**config.mk**
```make
export PLATFORM = sky130hd
export DESIGN_NAME = hsq_homing_sequencer
export DESIGN_NICKNAME = d
export VERILOG_FILES = /design/src/design/hsq_pkg.sv /design/src/design/hsq_homing_sequencer.sv
export SDC_FILE = /design/constraint.sdc
export NUM_CORES = 1
export LEC_CHECK = 0
export ABC_AREA = 1
export BUFFER_PORTS_ARGS = -buffer_cell sky130_fd_sc_hd__buf_2
export CAP_MARGIN = 25
export CORE_UTILIZATION = 50
export CTS_CLUSTER_SIZE = 30
export DETAILED_ROUTE_END_ITERATION = 7
export GPL_TIMING_DRIVEN = 0
export PLACE_DENSITY = 0.72
export SLEW_MARGIN = 30
export SYNTH_ARGS = -nofsm -noshare
export SYNTH_HDL_FRONTEND = slang
export SYNTH_SLANG_ARGS = --single-unit
```
**constraint.sdc**
```tcl
create_clock -name sys_clk -period 2.3 [get_ports sys_clk]
set_clock_uncertainty 0.05 [all_clocks]
set_input_delay 0.46 -clock sys_clk [delete_from_list [all_inputs] [get_ports sys_clk]]
set_output_delay 0.46 -clock sys_clk [all_outputs]
set_load 0.01 [all_outputs]
```
**src/design/hsq_pkg.sv**
```systemverilog
// shared constants for the homing sequencer
package hsq_pkg;

  // clock rate, used to turn times into cycle counts
  localparam int unsigned CLK_MHZ = 250;

  // homing method numbers accepted by the sequencer
  localparam logic [7:0] METHOD_REV_LIMIT  = 8'h01;
  localparam logic [7:0] METHOD_FWD_LIMIT  = 8'h02;
  localparam logic [7:0] METHOD_HOME_REV_Z = 8'h03;
  localparam logic [7:0] METHOD_HOME_FWD_Z = 8'h04;
  localparam logic [7:0] METHOD_HOME_REV   = 8'h05;

  // operation modes the drive supports (anything else faults)
  localparam logic [7:0] OPMODE_PROFILE_POS = 8'h01;
  localparam logic [7:0] OPMODE_PROFILE_VEL = 8'h03;
  localparam logic [7:0] OPMODE_HOMING      = 8'h06;
  localparam logic [7:0] OPMODE_CYCLIC_POS  = 8'h08;

  // fault codes and auxiliary codes reported to the master
  localparam logic [15:0] ERR_BASE            = 16'h6000;
  localparam logic [15:0] ERR_HOMING_TIMEOUT  = 16'h602C;
  localparam logic [31:0] AUX_HOMING_TIMEOUT  = 32'h0000_08A1;
  localparam logic [15:0] ERR_BAD_METHOD      = 16'h6058;
  localparam logic [31:0] AUX_BAD_METHOD      = 32'h0000_0E03;
  localparam logic [15:0] ERR_INDEX_LOST      = 16'h604A;
  localparam logic [31:0] AUX_INDEX_LOST      = 32'h0000_0C92;
  localparam logic [15:0] ERR_UNSUPPORTED_OP  = 16'h605A;
  localparam logic [31:0] AUX_UNSUPPORTED_OP  = 32'h0000_0E05;

  // times in milliseconds and their cycle counts (rounded down)
  localparam longint unsigned HOME_TIMEOUT_MS  = 30000;
  localparam longint unsigned INDEX_LOST_MS    = 1000;
  localparam longint unsigned HOME_TIMEOUT_CYC = HOME_TIMEOUT_MS * 64'd1000 * CLK_MHZ;
  localparam longint unsigned INDEX_LOST_CYC   = INDEX_LOST_MS * 64'd1000 * CLK_MHZ;

  // width of the time counters
  localparam int unsigned TMR_W = 40;

  // reset values
  localparam logic [15:0] SPEED_RST = 16'h0000;
  localparam logic [31:0] POS_RST   = 32'h0000_0000;

  // which input the edge searches watch
  typedef enum logic [1:0] {
    SIG_REV  = 2'h0,
    SIG_FWD  = 2'h1,
    SIG_HOME = 2'h2
  } hsq_sig_e;

  // sequencer states, one-hot
  typedef enum logic [5:0] {
    ST_IDLE  = 6'b000001,
    ST_FAST  = 6'b000010,
    ST_DECEL = 6'b000100,
    ST_FALL  = 6'b001000,
    ST_RISE  = 6'b010000,
    ST_INDEX = 6'b100000
  } hsq_state_e;

endpackage

```
**src/design/hsq_homing_sequencer.sv**
```systemverilog
`timescale 1ns/1ps

// How it works
// [RULE1] master picks method one to five
// [RULE2] method 1: fast reverse to limit rise, stop
// [RULE3] method 1: slow forward to fall, index
// [RULE4] method 1: limit active skips fast search
// [RULE5] method 2: fast forward to limit rise, stop
// [RULE6] method 2: slow reverse to fall, index
// [RULE7] method 2: limit active skips fast search
// [RULE8] method 3: fast forward, slow reverse, index reverse
// [RULE9] method 3: switch active, slow reverse then index
// [RULE10] method 4: fast forward, slow reverse, index forward
// [RULE11] method 4: active: fall reverse, rise forward, index
// [RULE12] method 5: fast reverse, slow forward, index forward
// [RULE13] method 5: active: slow forward fall, index
// [RULE14] homing too slow raises timeout fault
// [RULE15] bad method number raises method fault
// [RULE16] index missing raises index lost fault
// [RULE17] unsupported operation mode raises mode fault; dropped if a homing fault lands in the same cycle
// [RULE18] faults carry 16-bit code and 32-bit aux
// [RULE19] index ends homing, latches position, signals done
// [RULE20] edges from registered samples, seen once
// [RULE21] high and low speeds are configurable inputs
module hsq_homing_sequencer
  import hsq_pkg::*;
#(
  parameter logic [TMR_W-1:0] HOME_TIMEOUT_CYCLES = HOME_TIMEOUT_CYC[TMR_W-1:0],
  parameter logic [TMR_W-1:0] INDEX_LOST_CYCLES   = INDEX_LOST_CYC[TMR_W-1:0]
) (
  input  wire logic        sys_clk,
  input  wire logic        rst_n,
  input  wire logic        home_start,          // one-cycle request to start homing
  input  wire logic [7:0]  homing_method,       // method number from the master
  input  wire logic        op_mode_wr,          // one-cycle: new operation mode written
  input  wire logic [7:0]  op_mode,             // requested operation mode
  input  wire logic [15:0] speed_high,          // fast search speed
  input  wire logic [15:0] speed_low,           // slow search speed
  input  wire logic        rev_limit,           // reverse limit switch, high when hit
  input  wire logic        fwd_limit,           // forward limit switch, high when hit
  input  wire logic        home_switch,         // home switch, high when on
  input  wire logic        index_pulse,         // encoder index (Z) pulse
  input  wire logic        at_zero_speed,       // drive reports standstill
  input  wire logic [31:0] position,            // current encoder position
  output logic             motion_en,           // speed command is live
  output logic             dir_reverse,         // 1 = reverse direction
  output logic [15:0]      speed_cmd,           // commanded speed magnitude
  output logic             homing_busy,         // procedure in progress
  output logic             homing_done,         // procedure finished cleanly
  output logic [31:0]      home_position,       // position latched at index
  output logic             fault_valid,         // one-cycle fault report
  output logic [15:0]      fault_code,          // error code of last fault
  output logic [31:0]      fault_aux            // auxiliary code of last fault
);

  // whole module state in one record
  typedef struct packed {
    hsq_state_e         st;          // sequencer state
    hsq_sig_e           sel;         // input the switch searches watch
    logic               fast_rev;    // direction of the fast search
    logic               slow_rev;    // direction of the slow falling-edge search
    logic               idx_rev;     // direction of the index search
    logic               need_rise;   // extra rising-edge pass before index
    logic [2:0]         sw_s;        // registered switch samples
    logic [2:0]         sw_p;        // previous switch samples
    logic               idx_s;       // registered index sample
    logic               idx_p;       // previous index sample
    logic [TMR_W-1:0]   tmo_cnt;     // whole-procedure timer
    logic [TMR_W-1:0]   idx_cnt;     // index search timer
    logic               motion_en;
    logic               dir_reverse;
    logic [15:0]        speed_cmd;
    logic               homing_busy;
    logic               homing_done;
    logic [31:0]        home_position;
    logic               fault_valid;
    logic [15:0]        fault_code;
    logic [31:0]        fault_aux;
  } hsq_regs_s;

  hsq_regs_s r_r;   // registered state
  hsq_regs_s r_nxt; // next state

  // combinational helpers
  logic [2:0] rise;      // rising edges of rev, fwd, home
  logic [2:0] fall;      // falling edges of rev, fwd, home
  logic       sel_rise;  // rising edge of the selected switch
  logic       sel_fall;  // falling edge of the selected switch
  logic       idx_edge;  // index pulse rising edge
  logic       start_lvl; // selected switch level at the start request
  logic       mode_ok;   // requested operation mode is supported

  // edge detect on registered samples only, one hit per transition
  always_comb begin
    rise     = r_r.sw_s & ~r_r.sw_p;  // [RULE20]
    fall     = ~r_r.sw_s & r_r.sw_p;  // [RULE20]
    idx_edge = r_r.idx_s & ~r_r.idx_p;
    sel_rise = rise[r_r.sel];
    sel_fall = fall[r_r.sel];
  end

  // supported operation modes
  always_comb begin
    unique case (op_mode)
      OPMODE_PROFILE_POS,
      OPMODE_PROFILE_VEL,
      OPMODE_HOMING,
      OPMODE_CYCLIC_POS: mode_ok = 1'b1;
      default:           mode_ok = 1'b0;
    endcase
  end

  // switch level at start, by method; sampled copy avoids raw pin glitches
  always_comb begin
    unique case (homing_method)
      METHOD_REV_LIMIT: start_lvl = r_r.sw_s[SIG_REV];
      METHOD_FWD_LIMIT: start_lvl = r_r.sw_s[SIG_FWD];
      default:          start_lvl = r_r.sw_s[SIG_HOME];
    endcase
  end

  // next-state logic
  always_comb begin
    r_nxt = r_r;

    // sample the inputs and keep the last sample for edges
    r_nxt.sw_p  = r_r.sw_s; // [RULE20]
    r_nxt.sw_s  = {home_switch, fwd_limit, rev_limit}; // [RULE20]
    r_nxt.idx_p = r_r.idx_s;
    r_nxt.idx_s = index_pulse;

    // fault report is a single-cycle strobe
    r_nxt.fault_valid = 1'b0;

    // mode fault first; a homing fault in the same cycle overwrites it
    if (op_mode_wr && !mode_ok) begin
      r_nxt.fault_valid = 1'b1; // [RULE17]
      r_nxt.fault_code  = ERR_UNSUPPORTED_OP; // [RULE17]
      r_nxt.fault_aux   = AUX_UNSUPPORTED_OP; // [RULE18]
    end

    // whole-procedure timer runs in every busy state
    if (r_r.st != ST_IDLE) begin
      r_nxt.tmo_cnt = r_r.tmo_cnt + 1'b1;
    end

    unique case (r_r.st)
      // waiting for a start request
      ST_IDLE: begin
        r_nxt.motion_en = 1'b0;
        r_nxt.speed_cmd = SPEED_RST;
        if (home_start) begin
          r_nxt.homing_done = 1'b0;
          r_nxt.tmo_cnt     = '0;
          r_nxt.idx_cnt     = '0;
          r_nxt.need_rise   = 1'b0;
          unique case (homing_method)                        // [RULE1]
            METHOD_REV_LIMIT: begin
              r_nxt.sel      = SIG_REV; // [RULE2]
              r_nxt.fast_rev = 1'b1; // [RULE2]
              r_nxt.slow_rev = 1'b0; // [RULE3]
              r_nxt.idx_rev  = 1'b0; // [RULE3]
            end
            METHOD_FWD_LIMIT: begin
              r_nxt.sel      = SIG_FWD; // [RULE5]
              r_nxt.fast_rev = 1'b0; // [RULE5]
              r_nxt.slow_rev = 1'b1; // [RULE6]
              r_nxt.idx_rev  = 1'b1; // [RULE6]
            end
            METHOD_HOME_REV_Z: begin
              r_nxt.sel      = SIG_HOME;
              r_nxt.fast_rev = 1'b0; // [RULE8]
              r_nxt.slow_rev = 1'b1; // [RULE8]
              r_nxt.idx_rev  = 1'b1; // [RULE9]
            end
            METHOD_HOME_FWD_Z: begin
              r_nxt.sel       = SIG_HOME;
              r_nxt.fast_rev  = 1'b0; // [RULE10]
              r_nxt.slow_rev  = 1'b1; // [RULE10]
              r_nxt.idx_rev   = 1'b0; // [RULE10]
              r_nxt.need_rise = start_lvl; // [RULE11]
            end
            METHOD_HOME_REV: begin
              r_nxt.sel      = SIG_HOME;
              r_nxt.fast_rev = 1'b1; // [RULE12]
              r_nxt.slow_rev = 1'b0; // [RULE12]
              r_nxt.idx_rev  = 1'b0; // [RULE13]
            end
            default: begin
              // unknown method: report and stay idle
              r_nxt.fault_valid = 1'b1; // [RULE15]
              r_nxt.fault_code  = ERR_BAD_METHOD; // [RULE15]
              r_nxt.fault_aux   = AUX_BAD_METHOD; // [RULE18]
            end
          endcase
          if (homing_method >= METHOD_REV_LIMIT && homing_method <= METHOD_HOME_REV) begin
            r_nxt.homing_busy = 1'b1;
            r_nxt.motion_en   = 1'b1;
            if (start_lvl) begin
              // switch already on: skip the fast search
              r_nxt.st          = ST_FALL; // [RULE4] [RULE7] [RULE9]
              r_nxt.speed_cmd   = speed_low; // [RULE21]
              r_nxt.dir_reverse = (homing_method == METHOD_REV_LIMIT) ? 1'b0 : 1'b1;
              if (homing_method == METHOD_HOME_REV) begin
                r_nxt.dir_reverse = 1'b0; // [RULE13]
              end
            end else begin
              r_nxt.st          = ST_FAST; // [RULE2] [RULE5] [RULE8]
              r_nxt.speed_cmd   = speed_high; // [RULE21]
              r_nxt.dir_reverse = (homing_method == METHOD_REV_LIMIT ||
                                   homing_method == METHOD_HOME_REV);
            end
          end
        end
      end

      // fast search for the rising edge
      ST_FAST: begin
        r_nxt.speed_cmd = speed_high; // [RULE21]
        // direction picked at start, held from the latched copy
        r_nxt.dir_reverse = r_r.fast_rev; // [RULE2] [RULE5] [RULE12]
        if (sel_rise) begin
          r_nxt.st        = ST_DECEL; // [RULE2] [RULE5] [RULE12]
          r_nxt.speed_cmd = SPEED_RST;
        end
      end

      // ramp to zero, the drive reports standstill
      ST_DECEL: begin
        r_nxt.speed_cmd = SPEED_RST;
        if (at_zero_speed) begin
          r_nxt.st          = ST_FALL; // [RULE3] [RULE6] [RULE10]
          r_nxt.dir_reverse = r_r.slow_rev;
          r_nxt.speed_cmd   = speed_low; // [RULE21]
        end
      end

      // slow search for the falling edge
      ST_FALL: begin
        r_nxt.speed_cmd = speed_low; // [RULE21]
        if (sel_fall) begin
          r_nxt.idx_cnt = '0;
          if (r_r.need_rise) begin
            // method 4 started on the switch: come back over it forward
            r_nxt.st          = ST_RISE; // [RULE11]
            r_nxt.dir_reverse = 1'b0;
          end else begin
            r_nxt.st          = ST_INDEX; // [RULE3] [RULE6] [RULE8]
            r_nxt.dir_reverse = r_r.idx_rev;
          end
        end
      end

      // forward search for the rising edge (method 4, switch on at start)
      ST_RISE: begin
        r_nxt.speed_cmd = speed_high; // [RULE21]
        if (sel_rise) begin
          r_nxt.st          = ST_INDEX; // [RULE11]
          r_nxt.dir_reverse = r_r.idx_rev;
          r_nxt.speed_cmd   = speed_low;
          r_nxt.idx_cnt     = '0;
        end
      end

      // low speed search for the index pulse
      ST_INDEX: begin
        r_nxt.speed_cmd = speed_low; // [RULE21]
        r_nxt.idx_cnt   = r_r.idx_cnt + 1'b1;
        if (idx_edge) begin
          r_nxt.st            = ST_IDLE; // [RULE19]
          r_nxt.motion_en     = 1'b0; // [RULE19]
          r_nxt.speed_cmd     = SPEED_RST;
          r_nxt.home_position = position; // [RULE19]
          r_nxt.homing_done   = 1'b1; // [RULE19]
          r_nxt.homing_busy   = 1'b0;
        end else if (r_r.idx_cnt >= INDEX_LOST_CYCLES - 1'b1) begin
          // no index within the window: encoder index lost
          r_nxt.st          = ST_IDLE;
          r_nxt.motion_en   = 1'b0;
          r_nxt.speed_cmd   = SPEED_RST;
          r_nxt.homing_busy = 1'b0;
          r_nxt.fault_valid = 1'b1; // [RULE16]
          r_nxt.fault_code  = ERR_INDEX_LOST; // [RULE16]
          r_nxt.fault_aux   = AUX_INDEX_LOST; // [RULE18]
        end
      end
    endcase

    // overall timeout wins over every state except a clean finish or an index-lost fault
    if (r_r.st != ST_IDLE && r_nxt.st != ST_IDLE &&
        r_r.tmo_cnt >= HOME_TIMEOUT_CYCLES - 1'b1) begin
      r_nxt.st          = ST_IDLE;
      r_nxt.motion_en   = 1'b0;
      r_nxt.speed_cmd   = SPEED_RST;
      r_nxt.homing_busy = 1'b0;
      r_nxt.fault_valid = 1'b1; // [RULE14]
      r_nxt.fault_code  = ERR_HOMING_TIMEOUT; // [RULE14]
      r_nxt.fault_aux   = AUX_HOMING_TIMEOUT; // [RULE18]
    end
  end

  // state register; every field has a constant reset value
  always_ff @(posedge sys_clk or negedge rst_n) begin
    if (!rst_n) begin
      r_r.st            <= ST_IDLE;
      r_r.sel           <= SIG_REV;
      r_r.fast_rev      <= 1'b0;
      r_r.slow_rev      <= 1'b0;
      r_r.idx_rev       <= 1'b0;
      r_r.need_rise     <= 1'b0;
      r_r.sw_s          <= 3'h0;
      r_r.sw_p          <= 3'h0;
      r_r.idx_s         <= 1'b0;
      r_r.idx_p         <= 1'b0;
      r_r.tmo_cnt       <= '0;
      r_r.idx_cnt       <= '0;
      r_r.motion_en     <= 1'b0;
      r_r.dir_reverse   <= 1'b0;
      r_r.speed_cmd     <= SPEED_RST;
      r_r.homing_busy   <= 1'b0;
      r_r.homing_done   <= 1'b0;
      r_r.home_position <= POS_RST;
      r_r.fault_valid   <= 1'b0;
      r_r.fault_code    <= ERR_BASE;
      r_r.fault_aux     <= 32'h0000_0000;
    end else begin
      r_r <= r_nxt;
    end
  end

  // outputs straight from the state register
  assign motion_en     = r_r.motion_en;
  assign dir_reverse   = r_r.dir_reverse;
  assign speed_cmd     = r_r.speed_cmd;
  assign homing_busy   = r_r.homing_busy;
  assign homing_done   = r_r.homing_done;
  assign home_position = r_r.home_position;
  assign fault_valid   = r_r.fault_valid;
  assign fault_code    = r_r.fault_code;
  assign fault_aux     = r_r.fault_aux;

endmodule

```
==> results.ini <==
[floorplan]
die_y_um = 155
dieArea_um2 = 24000
start_util_pct = 51.4
core_um2 = 22800
io_pins = 190
die_x_um = 155
fp-row-count = 55

[yosys]
synth-edff-count = 0
synth_top_flop_cell = dfrtp_1
yosysUniqueCellTypes = 53
yosys_warnings = 0
synth_top_family_by_area = simple AND/OR/NAND/NOR gates
yosysTopAreaCell = dfrtp_1
synth.avg_cell_area_um2 = 7.79
ys_seq_elements = 201
synth.mux.area_fraction_pct = 3.25
synth_fa_ha_area_share_pct = 0.214
synth_area_leaders = dfrtp_1 (42%), nand2_1 (12%), buf_4 (6.5%)
synth-simple-area-share_pct = 29.0
synth_async_sr_flop_share_pct = 100
synth_compound_area_share_pct = 6.87
netlist_area_um2 = 11700
synth_nets = 1594
yosysTopAreaCellShare_pct = 42.3
synth-xor-area-share_pct = 3.22
seq_area_frac_synth_pct = 43.0
syn_inst = 1503

[global_route]
grt_usage_pct = 25.0
grt_max_degree = 85
first_global_vias = 10200
antenna_found_initial = 0
grt_overflow = 0
grt_pass1_wl_um = 48700

[cts]
htreeDepth = 1
clock_latency_ns = 0.52
cts_inserted_buffers = 24
cts_sinks = 201
clock_path_buffers = 3
cts_tree = built
clock-root-buffer = clkbuf_16
clkTransAtPathRegs_ns = 0.06

[detailed_routing]
drc = 0
dr.pass1.iters = 5
vias_per_cell = 5.09
routed_wl_um = 29900
vias = 10500
drt_iter0_drc = 626
wire_per_inst_um = 14.5
final_antenna_net_count = 0

[layout]
fin_util_pct = 61.8
drive_gt1_share_pct = 25.9
final_nets = 1819
area_delta_synth_final_pct = 20.3
multiInputGateArea_um2 = 5030
antenna_cells = 0
layout.area.seq_um2 = 5030
nFillCells = 2021

[pwr]
total_power_w = 0.0111
powerDensity_nw_per_um2 = 785
ir_drop_v = 0.000894
power_leakage_nw = 7.06

[min_path]
hold_depth = 2
hold_path_class = primary input to flip-flop

[sta]
hold_violations = 0
final_max_slew_viol_count = 0
slew_headroom_pct = 54.2
period_share_pct = 95.2
period_minus_slack_ns = 2.19
fmax_mhz = 457
setup_viol = 0
tightest_slew_ns = 0.687

[setup_path]
path_cells = ha_4, nand2_2, nor2_4, nand2_2, o21ai_1, a21oi_2, nand2_1, nand3_4, nand2_4, inv_4, buf_6, nand2_1, nand2_1
cp_num_buf_inv = 2
rr_worst_depth = 13
cp.depth = 13
cp_slowest_cell = dfrtp_1
endpoint_kind = flip-flop
worstPathRequired_ns = 2.66
startpoint_type = flip-flop
path_delay_family = simple AND/OR/NAND/NOR gates
critical_path_class = flip-flop to flip-flop
cp_data_arrival_time_ns = 2.55
cp_slowest_stage_delay_ns = 0.45
cp_max_fo = 10
path_common_cell = nand2_1

[placement]
gp_congestion = 0.933
port_buffers = 189
place_hpwl_um = 22500

[run_status]
outcome = complete, no violations

[run]
drv_cap = 0

[timing repair]
action / in CTS / in global routing
buffers inserted: 0 / 3
hold endpoints to repair: 46 / 0
hold buffers: 5 / 0
resized for setup: 4 / 7
cloned: 0 / 0
setup endpoints to repair: 56 / 35
[flip-flops by register name, indices dropped and copies added, names as in the netlist]
register and cells:
home_position 32, homing_done 1, homing_busy 1, dir_reverse 1, fault_valid 1, speed_cmd 16
r_r 96, fault_code 16, r_nxt 4, motion_en 1, fault_aux 32
[cells in the final DEF, fill, tap and decap left out, drive strengths merged, types with 3 or more instances in the layout]
cell	n
nor3	35
and3	3
nand2	391
mux2	32
dfrtp	198
bufinv	4
inv	176
or2	4
clkbuf	44
a211oi	4
nand4	29
nor4	7
o21ai	52
clkinv	4
a21oi	41
dfstp	3
nor2	189
o22ai	28
buf	321
xor2	41
nand3	111
dlygate4sd3	5
[final timing paths]
path | to | startpoint | slack (ns)
worst max-delay path | fault_code[2]$_DFF_PN0_ | r_r[102]$_DFFE_PN0P_ | 0.11
worst min-delay path | home_position[17]$_DFFE_PN0P_ | position[17] | 0.12
worst max register to register | fault_code[2]$_DFF_PN0_ | r_r[102]$_DFFE_PN0P_ | 0.11
worst min register to register | r_r[184]$_DFF_PN0_ | r_nxt[184]$_DFF_PN0_ | 0.35
max in group asynchronous | r_r[177]$_DFF_PN0_ | rst_n | 1.07
min in group asynchronous | home_position[15]$_DFFE_PN0P_ | rst_n | 0.37
[worst reg2reg max path, stage by stage, from the launching register on]
cell and delay (ns):
dfrtp_1 0.45, ha_4 0.20, nand2_2 0.09, nor2_4 0.19
nand2_2 0.11, o21ai_1 0.17, a21oi_2 0.11, nand2_1 0.14
nand3_4 0.14, nand2_4 0.13, inv_4 0.07, buf_6 0.14
nand2_1 0.06, nand2_1 0.04
[cell type report]
cell class	count	area share [%]
buffer	134	7.23
inverter	177	4.77
multi-input combinational	991	35.7
clock inverter	7	1.04
clock buffer	37	5.04
timing repair buffer	199	7.69
sequential	201	35.8
tap	313	2.78
[cells by family after synthesis]
group	Yosys count
multiplexers	34
XOR/XNOR	43
buffers and inverters	311
AND/OR/NAND/NOR	771
flip-flops	201
adder cells (fa/ha/maj)	2
AO/OA/AOI/OAI	141
[cell usage after synthesis, drive strengths merged (3+ instances only)]
cell type / number
or2: 4
nor4: 7
buf: 127
nand4: 29
inv: 176
a21oi: 41
dfrtp: 198
and3: 3
a211oi: 4
nand3: 111
nand2: 391
clkbuf: 7
mux2: 32
nor2: 189
nor3: 35
xor2: 41
o22ai: 28
dfstp: 3
o21ai: 52
[report_power, final]
group          switching, W  total [W]  internal (W)  leakage, nW
Clock               0.00145    0.00402       0.00257        0.418
Sequential         0.000216    0.00407       0.00385         2.64
Combinational       0.00183    0.00296       0.00113         4.00
Total               0.00350     0.0111       0.00755         7.06
[routing by layer]
metal | GRT usage (%) | wire [um]
met5 | 0 | 0
met4 | 10.2 | 1140
met3 | 3.20 | 1610
met2 | 43.4 | 14500
met1 | 31.4 | 12700
[stage by stage]
| step | area (um^2) | hold WS [ns] | setup slack, ns | TNS [ns] | std cells |
|---|---|---|---|---|---|
| finish | 14100 | 0.120 | 0.111 | 0 | 2059 |
| global route | 14100 | 0.112 | -0.0127 | -0.0127 | 2059 |
| floorplan | 11700 | 0.114 | 0.397 | 0 | 1503 |
| detailed placement | 13100 | 0.326 | -0.0495 | -0.732 | 2007 |
| CTS | 14000 | 0.102 | 0.0708 | 0 | 2056 |
| global placement | 13000 | 0.339 | -2.68 | -531.04 | 2005 |
(Power assumes the default switching activity.)
